$ cat config.mk
export PLATFORM = sky130hd
export DESIGN_NAME = cpso_top
export DESIGN_NICKNAME = d
export VERILOG_FILES = /design/src/hdl/cpso_pkg.sv /design/src/hdl/cpso_fifo.sv /design/src/hdl/cpso_top.sv
export VERILOG_INCLUDE_DIRS = /design/src /design/src/hdl
export SDC_FILE = /design/constraint.sdc
export NUM_CORES = 1
export LEC_CHECK = 0
export BUFFER_PORTS_ARGS = -buffer_cell sky130_fd_sc_hd__buf_2
export CORE_MARGIN = 1.5
export CORE_UTILIZATION = 45
export CTS_CLUSTER_DIAMETER = 120
export DETAILED_ROUTE_END_ITERATION = 6
export HOLD_SLACK_MARGIN = 0.12
export PLACE_DENSITY = 0.69
export SLEW_MARGIN = 20
export SYNTH_ARGS = -nofsm -noshare
export SYNTH_HDL_FRONTEND = slang
export SYNTH_SLANG_ARGS = --single-unit
$ cat constraint.sdc
create_clock -name sys_clk -period 4.84 [get_ports sys_clk]
set_input_delay 0.968 -clock sys_clk [delete_from_list [all_inputs] [get_ports sys_clk]]
set_output_delay 0.968 -clock sys_clk [all_outputs]
set_load 0.01 [all_outputs]
$ cat src/hdl/cpso_defines.svh
/*
  Offsets, field positions, reset values and timing counts of the
  configuration EEPROM serial interface.
  Assumes inclusion by bare name from files that need these constants.
*/
`ifndef CPSO_DEFINES_SVH
`define CPSO_DEFINES_SVH

`define CPSO_CMD_OFF 8'h00
`define CPSO_WDATA_OFF 8'h04

`define CPSO_BIT_WBUSY 3
`define CPSO_BIT_ACK 6
`define CPSO_BIT_EN 7
`define CPSO_BIT_OVR 8
`define CPSO_BIT_CLKF 9
`define CPSO_BIT_DATF 10
`define CPSO_BIT_DIN 11
`define CPSO_USED_MSB 11
`define CPSO_BIT_FULL 8

`define CPSO_EN_RST 1'b0
`define CPSO_OVR_RST 1'b0
`define CPSO_CLKF_RST 1'b0
`define CPSO_DATF_RST 1'b0
`define CPSO_ACK_RST 1'b1

`define CPSO_SYS_CLK_KHZ 40000
`define CPSO_BIT_CLK_KHZ 393
`define CPSO_TICK_CYCLES (`CPSO_SYS_CLK_KHZ / `CPSO_BIT_CLK_KHZ)
`define CPSO_PHASES 4
`define CPSO_BIT_SLOTS 9
`define CPSO_FIFO_DEPTH 4
`define CPSO_FIFO_WIDTH 8

`endif

$ cat src/hdl/cpso_pkg.sv
/*
  Types shared by the configuration EEPROM serial interface files.
  Assumes nothing of its surroundings.
*/
package cpso_pkg;
  typedef enum logic [1:0] {
    CPSO_IDLE,
    CPSO_SHIFT,
    CPSO_DONE
  } cpso_state_e;
  typedef logic [7:0] cpso_addr_t;
  typedef logic [31:0] cpso_word_t;
  typedef logic [7:0] cpso_byte_t;
endpackage

$ cat src/hdl/cpso_fifo.sv
/*
  Small synchronous FIFO with valid and ready on both sides.
  Assumes one clock for both sides and an asynchronous active-low reset.
*/
`timescale 1ns/1ps
module cpso_fifo #(
  parameter int WIDTH = 8,
  parameter int DEPTH = 4
) (
  input wire logic sys_clk,
  input wire logic rstn,
  input wire logic in_valid,
  output logic in_ready,
  input wire logic [WIDTH-1:0] in_data,
  output logic out_valid,
  input wire logic out_ready,
  output logic [WIDTH-1:0] out_data
);
  localparam int AW = $clog2(DEPTH);
  logic [WIDTH-1:0] mem_q [DEPTH];
  logic [AW:0] wr_ptr_q;
  logic [AW:0] rd_ptr_q;
  logic push;
  logic pop;

  assign in_ready = (wr_ptr_q[AW-1:0] != rd_ptr_q[AW-1:0]) || (wr_ptr_q[AW] == rd_ptr_q[AW]);
  assign out_valid = (wr_ptr_q != rd_ptr_q);
  assign push = in_valid && in_ready;
  assign pop = out_valid && out_ready;
  assign out_data = mem_q[rd_ptr_q[AW-1:0]];

  always_ff @(posedge sys_clk or negedge rstn) begin
    if (!rstn) begin
      wr_ptr_q <= '0;
    end else if (push) begin
      wr_ptr_q <= wr_ptr_q + 1'b1;
    end
  end

  always_ff @(posedge sys_clk or negedge rstn) begin
    if (!rstn) begin
      rd_ptr_q <= '0;
    end else if (pop) begin
      rd_ptr_q <= rd_ptr_q + 1'b1;
    end
  end

  always_ff @(posedge sys_clk) begin
    if (push) begin
      mem_q[wr_ptr_q[AW-1:0]] <= in_data;
    end
  end
endmodule // cpso_fifo

$ cat src/hdl/cpso_top.sv
/*
  Command register override bits and byte engine of the configuration
  EEPROM serial interface: manual line control, line readback, bit timing
  and acknowledged byte writes fed through a small FIFO.
  Assumes a register master on sys_clk and an external pull-up on the
  serial data line, which is released whenever the output enable is low.
*/
`timescale 1ns/1ps
`include "cpso_defines.svh"

// Overview of operation
// - Override bit stops automatic sequencing and hands both lines to software; reads back.
// - Under override the clock line follows the clock-force bit, which reads back.
// - Under override the data line follows the written data-force bit.
// - Reading the data-force bit returns the live data output level.
// - Synchronised data input level reads on a status bit; software writes zero.
// - Bits twelve to thirty-one read zero; software writes zero.
// - The serial engine runs from a derived bit clock near 393 kHz.
// - Each address or data bit takes exactly four bit-clock cycles.
// - Each byte is eight information bits then one acknowledge slot.
// - Busy of the acknowledged byte write clears when the byte has been sent.
module cpso_top (
  input wire logic sys_clk,
  input wire logic rstn,
  input wire cpso_pkg::cpso_addr_t reg_addr,
  input wire cpso_pkg::cpso_word_t reg_wdata,
  input wire logic reg_wr,
  input wire logic reg_rd,
  output cpso_pkg::cpso_word_t reg_rdata,
  input wire logic prom_data_in,
  output logic prom_clock_line,
  output logic prom_data_out,
  output logic prom_data_oe,
  output logic prom_access_enable
);
  import cpso_pkg::*;

  localparam int TICK_CYCLES = `CPSO_TICK_CYCLES;
  localparam int PHASES = `CPSO_PHASES;
  localparam int BIT_SLOTS = `CPSO_BIT_SLOTS;

  cpso_state_e state_q;
  logic [6:0] tick_cnt_q;
  logic tick_q;
  logic [1:0] phase_q;
  logic [3:0] bit_idx_q;
  cpso_byte_t shift_q;
  logic din_s1_q;
  logic din_s2_q;
  logic en_q;
  logic ovr_q;
  logic clkf_q;
  logic datf_q;
  logic wbusy_q;
  logic ack_q;
  cpso_byte_t wdata_q;
  cpso_word_t rdata_q;
  logic clk_line_q;
  logic dout_q;
  logic doe_q;
  logic cmd_wr;
  logic data_wr;
  logic fifo_in_ready;
  logic fifo_out_valid;
  logic fifo_out_ready;
  cpso_byte_t fifo_out_data;
  logic step;
  logic bit_end;
  logic eng_clk;
  logic eng_oe;

  assign cmd_wr = reg_wr && (reg_addr == `CPSO_CMD_OFF);
  assign data_wr = reg_wr && (reg_addr == `CPSO_WDATA_OFF);

  // A step is one bit-clock cycle of the engine; none happen under override.
  assign step = tick_q && !ovr_q;
  assign bit_end = step && (phase_q == 2'(PHASES - 1));

  // The engine only takes a byte when the host has asked for one and enabled access.
  assign fifo_out_ready = (state_q == CPSO_IDLE) && wbusy_q && en_q && !ovr_q;

  cpso_fifo #(
    .WIDTH(`CPSO_FIFO_WIDTH),
    .DEPTH(`CPSO_FIFO_DEPTH)
  ) u_fifo (
    .sys_clk(sys_clk),
    .rstn(rstn),
    .in_valid(data_wr),
    .in_ready(fifo_in_ready),
    .in_data(reg_wdata[7:0]),
    .out_valid(fifo_out_valid),
    .out_ready(fifo_out_ready),
    .out_data(fifo_out_data)
  );

  always_ff @(posedge sys_clk or negedge rstn) begin
    if (!rstn) begin
      din_s1_q <= 1'b1;
      din_s2_q <= 1'b1;
    end else begin
      din_s1_q <= prom_data_in;
      din_s2_q <= din_s1_q;
    end
  end

  // Control bits are plain host-clock registers.
  always_ff @(posedge sys_clk or negedge rstn) begin
    if (!rstn) begin
      en_q <= `CPSO_EN_RST;
      ovr_q <= `CPSO_OVR_RST;
      clkf_q <= `CPSO_CLKF_RST;
      datf_q <= `CPSO_DATF_RST;
    end else if (cmd_wr) begin
      en_q <= reg_wdata[`CPSO_BIT_EN];
      ovr_q <= reg_wdata[`CPSO_BIT_OVR];
      clkf_q <= reg_wdata[`CPSO_BIT_CLKF];
      datf_q <= reg_wdata[`CPSO_BIT_DATF];
    end
  end

  always_ff @(posedge sys_clk or negedge rstn) begin
    if (!rstn) begin
      wdata_q <= 8'h00;
    end else if (data_wr && fifo_in_ready) begin
      wdata_q <= reg_wdata[7:0];
    end
  end

  // A new command in the finishing cycle wins over the clear, so no command is lost.
  always_ff @(posedge sys_clk or negedge rstn) begin
    if (!rstn) begin
      wbusy_q <= 1'b0;
    end else if (cmd_wr && reg_wdata[`CPSO_BIT_WBUSY]) begin
      wbusy_q <= 1'b1;
    end else if ((state_q == CPSO_DONE) && !ovr_q) begin
      wbusy_q <= 1'b0;
    end
  end

  // Bit-clock divider, frozen under override so the sequence resumes where it stopped.
  always_ff @(posedge sys_clk or negedge rstn) begin
    if (!rstn) begin
      tick_cnt_q <= 7'h00;
      tick_q <= 1'b0;
    end else if (ovr_q) begin
      tick_q <= 1'b0;
    end else if (tick_cnt_q == 7'(TICK_CYCLES - 1)) begin
      tick_cnt_q <= 7'h00;
      tick_q <= 1'b1;
    end else begin
      tick_cnt_q <= tick_cnt_q + 7'h01;
      tick_q <= 1'b0;
    end
  end

  always_ff @(posedge sys_clk or negedge rstn) begin
    if (!rstn) begin
      state_q <= CPSO_IDLE;
    end else begin
      case (state_q)
        CPSO_IDLE: begin
          if (fifo_out_ready && fifo_out_valid) begin
            state_q <= CPSO_SHIFT;
          end
        end
        CPSO_SHIFT: begin
          if (bit_end && (bit_idx_q == 4'(BIT_SLOTS - 1))) begin
            state_q <= CPSO_DONE;
          end
        end
        CPSO_DONE: begin
          if (!ovr_q) begin
            state_q <= CPSO_IDLE;
          end
        end
        default: begin
          state_q <= CPSO_IDLE;
        end
      endcase
    end
  end

  always_ff @(posedge sys_clk or negedge rstn) begin
    if (!rstn) begin
      phase_q <= 2'h0;
    end else if (state_q != CPSO_SHIFT) begin
      phase_q <= 2'h0;
    end else if (step) begin
      phase_q <= phase_q + 2'h1;
    end
  end

  always_ff @(posedge sys_clk or negedge rstn) begin
    if (!rstn) begin
      bit_idx_q <= 4'h0;
    end else if (state_q != CPSO_SHIFT) begin
      bit_idx_q <= 4'h0;
    end else if (bit_end) begin
      bit_idx_q <= bit_idx_q + 4'h1;
    end
  end

  // Most significant bit first; the byte is taken from the FIFO as the engine starts.
  always_ff @(posedge sys_clk or negedge rstn) begin
    if (!rstn) begin
      shift_q <= 8'h00;
    end else if (fifo_out_ready && fifo_out_valid) begin
      shift_q <= fifo_out_data;
    end else if (bit_end) begin
      shift_q <= {shift_q[6:0], 1'b0};
    end
  end

  // The acknowledge is sampled on the last host cycle of the high clock of the ninth slot, just before it falls.
  always_ff @(posedge sys_clk or negedge rstn) begin
    if (!rstn) begin
      ack_q <= `CPSO_ACK_RST;
    end else if (step && (state_q == CPSO_SHIFT) && (phase_q == 2'h2)
                 && (bit_idx_q == 4'(BIT_SLOTS - 1))) begin
      ack_q <= din_s2_q;
    end
  end

  // Clock is high in the two middle phases of each bit; data is set while it is low.
  assign eng_clk = (state_q == CPSO_SHIFT) && (phase_q == 2'h1 || phase_q == 2'h2);
  assign eng_oe = (state_q == CPSO_SHIFT) && (bit_idx_q < 4'(BIT_SLOTS - 1));

  always_ff @(posedge sys_clk or negedge rstn) begin
    if (!rstn) begin
      clk_line_q <= 1'b0;
      dout_q <= 1'b1;
      doe_q <= 1'b0;
    end else if (ovr_q) begin
      clk_line_q <= clkf_q;
      dout_q <= datf_q;
      doe_q <= 1'b1;
    end else begin
      clk_line_q <= eng_clk;
      dout_q <= eng_oe ? shift_q[7] : 1'b1;
      doe_q <= eng_oe;
    end
  end

  always_ff @(posedge sys_clk or negedge rstn) begin
    if (!rstn) begin
      rdata_q <= 32'h00000000;
    end else if (reg_rd && (reg_addr == `CPSO_CMD_OFF)) begin
      rdata_q <= 32'h00000000;
      rdata_q[`CPSO_BIT_WBUSY] <= wbusy_q;
      rdata_q[`CPSO_BIT_ACK] <= ack_q;
      rdata_q[`CPSO_BIT_EN] <= en_q;
      rdata_q[`CPSO_BIT_OVR] <= ovr_q;
      rdata_q[`CPSO_BIT_CLKF] <= clkf_q;
      rdata_q[`CPSO_BIT_DATF] <= dout_q;
      rdata_q[`CPSO_BIT_DIN] <= din_s2_q;
    end else if (reg_rd && (reg_addr == `CPSO_WDATA_OFF)) begin
      rdata_q <= {23'h000000, !fifo_in_ready, wdata_q};
    end else begin
      rdata_q <= 32'h00000000;
    end
  end

  assign reg_rdata = rdata_q;
  assign prom_clock_line = clk_line_q;
  assign prom_data_out = dout_q;
  assign prom_data_oe = doe_q;
  assign prom_access_enable = en_q;
endmodule // cpso_top
; ---- Word-level counts from Yosys, hierarchy flattened
; Memory sizes are Yosys's and may differ from the RTL's.
; Cells that the tools add are included.
[word_totals]
wordCells = 96
in_bits = 45
out_inout_bits = 36
n_memories = 1
ff_bits = 81
mem_bits_rw = 32
[memory_table]
columns = name, words, word_bits, rd, rd_clocked_by_memory_dff, wr, line_no
row1 = u_fifo.mem_q, 4, 8, 1, 0, 1, cpso_fifo.sv:20  ; logic [WIDTH-1:0] mem_q [DEPTH];
[op_classes]
eq_ne = 15
reduce_logical = 30
n_mux = 23
order_cmp = 1
addsub = 5
[ops]
columns = op, count
row1 = $mux 32, 1
row2 = $logic_and 1x1->1, 19
row3 = $mux 8, 2
row4 = $mux 1, 10
row5 = $mux 2, 5
row6 = $mux 9, 1
row7 = $eq 8x3->1 const B, 1
row8 = $logic_not 8->1, 1
row9 = $mux 4, 2
row10 = $reduce_bool 2->1, 4
row11 = $add 7x1->7 const B, 1
row12 = $eq 7x7->1 const B, 1
row13 = $mux 7, 1
row14 = $add 3x1->3 const B, 2
row15 = $eq 2x2->1 const B, 3
row16 = $pmux 2 s3, 1
row17 = $add 4x1->4 const B, 1
row18 = $eq 2x1->1 const B, 2
row19 = $eq 4x4->1 const B, 1
row20 = $lt 4x4->1 const B, 1
row21 = $ne 2x1->1 const B, 2
row22 = $ne 2x2->1 const B, 2
row23 = $ne 3x3->1, 1
row24 = $reduce_and 3->1, 1
row25 = other kinds (6), 8

; ---- Depth between registers and ports, before layout
[logic_depth]
word_depth = 7
mapped_depth = 6
depth_no_buf = 5

; ---- Cells and area by module
; Synthesis repeated with hierarchy kept, for this count alone.
[unflattened]
cells_unflattened = 304
area_unflattened_um2 = 4262.8
[by_module_without_submodules]
columns = mod, area_each_um2, n_inst, cells_each, seq_area_each_um2
row1 = cpso_top, 2625.0, 1, 214, 1381.3
row2 = cpso_fifo, 1637.8, 1, 90, 1111.1

; ---- Worst setup path after synthesis
; Ideal clock, no wire load.
[synth_timing]
path_type = in2reg
from = in reg_addr[5]
to = reg wdata_q[0]
cell_stages = 4
t_arrival_ns = 2.138
slack_ns = 2.577
setup_time_ns = 0.125
n_path_buf = 0
required_time_ns = 4.715
cell_sequence = nor4_4 nand3_2 nor3_4 mux2_2
[synth_via]
elab_chain_cells = 3
[synth_lines]
columns = item, line_no
row1 = start: declaration, cpso_top.sv:25  ; input wire cpso_pkg::cpso_addr_t reg_addr,
row2 = $eq 8x3->1 (no source line), --
row3 = $logic_and 1x1->1, cpso_top.sv:73  ; assign data_wr = reg_wr && (reg_addr == `CPSO_WDATA_OFF);
row4 = $logic_and 1x1->1, cpso_top.sv:124  ; end else if (data_wr && fifo_in_ready) begin
row5 = end signal: assignment, cpso_top.sv:125  ; wdata_q <= reg_wdata[7:0];
row6 = end: declaration, cpso_top.sv:56  ; cpso_byte_t wdata_q;
; No other way between the ends.
; A chain may end at the register's enable or synchronous reset.

; ---- Worst setup path in the final report
[layout_timing]
from = in reg_addr[5]
to = mem u_fifo.mem_q[0][4], enable pin
[layout_via]
elab_chain_cells = 5
[layout_lines]
columns = item, line_no
row1 = $eq 8x3->1 (no source line), --
row2 = $logic_and 1x1->1, cpso_top.sv:73
row3 = $logic_and 1x1->1, cpso_fifo.sv:28  ; assign push = in_valid && in_ready;
row4 = $mux 1, cpso_fifo.sv:49  ; if (push) begin
row5 = $mux 1 (implied by the code), cpso_fifo.sv:50  ; mem_q[wr_ptr_q[AW-1:0]] <= in_data;
row6 = end: declaration, cpso_fifo.sv:20
; No other way between the ends.

==> flow_summary.json <==
{
  "status": "completed",
  "fin_tns_setup_ns": 0,
  "p_total_w": 0.00185,
  "post-synth-top-count-cell": "dfrtp_1",
  "ir_drop_uv": 204,
  "hpwl_mm": 4.27,
  "holdCritPathClass": "register to register",
  "ioPinCount": 81,
  "ant_nets": 0,
  "p_seq_frac": 0.536,
  "hold_viol": 0,
  "grt_pass1_wl_mm": 10.6,
  "nets": 378,
  "power_density_nw_per_um2": 413,
  "sw_frac_of_total": 0.265,
  "wl_per_cell_um": 14.3,
  "wirelength_mm": 6.20,
  "vias": 2177,
  "timing.slew.headroom": 0.486,
  "p_int_w": 0.00136,
  "firstDrtPassIters": 4,
  "port_buffers": 39,
  "ys_top_cells_by_area": "dfrtp_1, edfxtp_1, mux2_2",
  "max_clock_freq_mhz": 446,
  "drtIter0Drc": 57,
  "cp.required_ns": 4.85,
  "avgSynthCellArea_um2": 14.5,
  "netlist_area_um2": 4050,
  "synthFlopType": "dfrtp_1",
  "diodes": 0,
  "clk_latency_ns": 0.36,
  "synthCells": 279,
  "startpoint_type": "primary input",
  "cts_buffer_depth": 2,
  "path_class": "primary input to register",
  "die_w_um": 97.9,
  "fin_crit_sh": 0.463,
  "finalMaxSlewViolations": 0,
  "setup_violations": 0,
  "drive_above_1_share": 0.300,
  "ys_warn_count": 0,
  "yosys.area.top_type_share": 0.352,
  "synth_common_cells": "dfrtp_1, edfxtp_1, mux2_2",
  "gp_congestion": 0.741,
  "cts_num_sinks": 93,
  "p_comb_frac": 0.158,
  "dp_slack_ns": 2.18,
  "start_util": 0.465,
  "tightest_slew_ns": 0.771,
  "cp.arrival_ns": 2.25,
  "synth-edff-count": 32,
  "dieArea_um2": 9580,
  "crit_path_end_kind": "register",
  "grt_max_degree": 62,
  "skew_ns": 0.00834,
  "synth_cell_types": 42,
  "vias_per_cell": 5.00,
  "die_y_um": 97.9,
  "cts_tree": "yes",
  "clk_pin_slew_ns": 0.09,
  "cts_setup_buffers": 0,
  "grt_usage": 0.143,
  "area_delta_synth_final_pct": 10.7,
  "synth_largest_area_cell": "dfrtp_1",
  "fp-row-count": 34,
  "setup_ws_ns": 2.60,
  "grt_pass1_vias": 2152,
  "placedInstanceArea_um2": 4260,
  "p_leak_nw": 2.00,
  "postCtsResizedCells": 0,
  "layout_min_cycle_time_ns": 2.24,
  "seq_area_frac_synth": 0.615,
  "overflow": 0,
  "numCtsBuffers": 9,
  "maxCapViolCount": 0,
  "core_um2": 8720,
  "htree_num_levels": 3,
  "hold_buffers": 0,
  "finalInstanceArea_um2": 4480,
  "async_flop_share": 0.656,
  "synth_seq_cells": 93,
  "worstPathMaxFanout": 8,
  "drc": 0,
  "antenna_found_initial": 0,
  "cts_root_buffer": "clkbuf_8",
  "clkPwrFrac": 0.307,
  "rsz0062_at_grt": "no",
  "netSwitchingPower_w": 0.000491
}
state kept, by name, summed over array words and instances, names as in the netlist, 2 cells and up:
signal and flops:
u_fifo.wr_ptr_q 3, shift_q 8, bit_idx_q 4, tick_cnt_q 7
state_q 2, wdata_q 8, phase_q 2, reg_rdata 12
u_fifo.mem_q 32, u_fifo.rd_ptr_q 3
critical path: stages:
cell     delay [ns]
buf_2          0.11
nor4_4         0.34
nand2_1        0.08
nor3_1         0.28
and2_1         0.46
kinds of logic (layout without fill, tap and decap cells):
kind of cell,Yosys count,after routing,synth area share
DFF,93,93,0.615
and+or+nand+nor,64,64,0.0936
muxes,42,42,0.142
buffers and inverters,39,68,0.0599
xor gates and xnor gates,15,15,0.0324
AOI/OAI and AO/OA,14,14,0.0216
adders and majority gates,11,11,0.0340
other,1,20,0.000926
layout by cell type (no fill, tap or decap), types with 6 or more instances in the layout:
cell type and instances:
dfrtp_1 57, buf_2 39, edfxtp_1 32, mux2_2 30
conb_1 20, inv_1 12, nor2_1 12, and2_1 12
ha_1 11, nand2_1 10, xnor2_1 9, clkbuf_8 9
nand3_1 7, xor2_1 6, o21ai_0 6
per-stage QoR:
step | utilization | instances | hold WS, ns
finish | 0.514 | 435 | 0.361
global route | 0.514 | 435 | 0.364
CTS | 0.514 | 435 | 0.363
detailed placement | 0.489 | 419 | 0.349
global placement | 0.489 | 419 | 0.346
floorplan | - | 298 | 0.345
area by class of cell:
class                      count  area, um2
sequential                    93       2490
clock inverter                 7       97.6
clock buffer                   9        124
timing repair buffer          40        203
tap                          108        135
multi-input combinational    166       1390
fill                         721       4240
inverter                      12       45.0
routing by layer:
layer	track usage	share of wire
met2	0.234	0.49
met4	0.0527	0.015
met1	0.183	0.45
met3	0.0408	0.041
met5	0	0
power by group through the flow:
| stage | registers (W) | logic, W | clock network, W |
|---|---|---|---|
| final | 0.000993 | 0.000293 | 0.000568 |
| after global routing | 0.00101 | 0.000331 | 0.000607 |
| after CTS | 0.000996 | 0.000297 | 0.000579 |
| after detailed placement | 0.00101 | 0.000293 | 0 |
| after global placement | 0.00101 | 0.000286 | 0 |
| after floorplan | 0.000972 | 0.000270 | 0 |
path summary, 6_finish.rpt:
path	from	to	slack (ns)	depth (start not counted)
min in group asynchronous	rstn	reg_rdata[8]$_DFF_PN0_	0.75	2
hold reg to reg	din_s1_q$_DFF_PN1_	din_s2_q$_DFF_PN1_	0.36	0
max in group asynchronous	rstn	reg_rdata[2]$_DFF_PN0_	3.57	2
setup / recovery	reg_addr[5]	u_fifo.mem_q[0][4]$_DFFE_PP_	2.60	5
setup reg to reg	u_fifo.rd_ptr_q[0]$_DFFE_PN0P_	u_fifo.mem_q[0][4]$_DFFE_PP_	2.62	4
hold / removal	din_s1_q$_DFF_PN1_	din_s2_q$_DFF_PN1_	0.36	0
(Power assumes the default switching activity.)
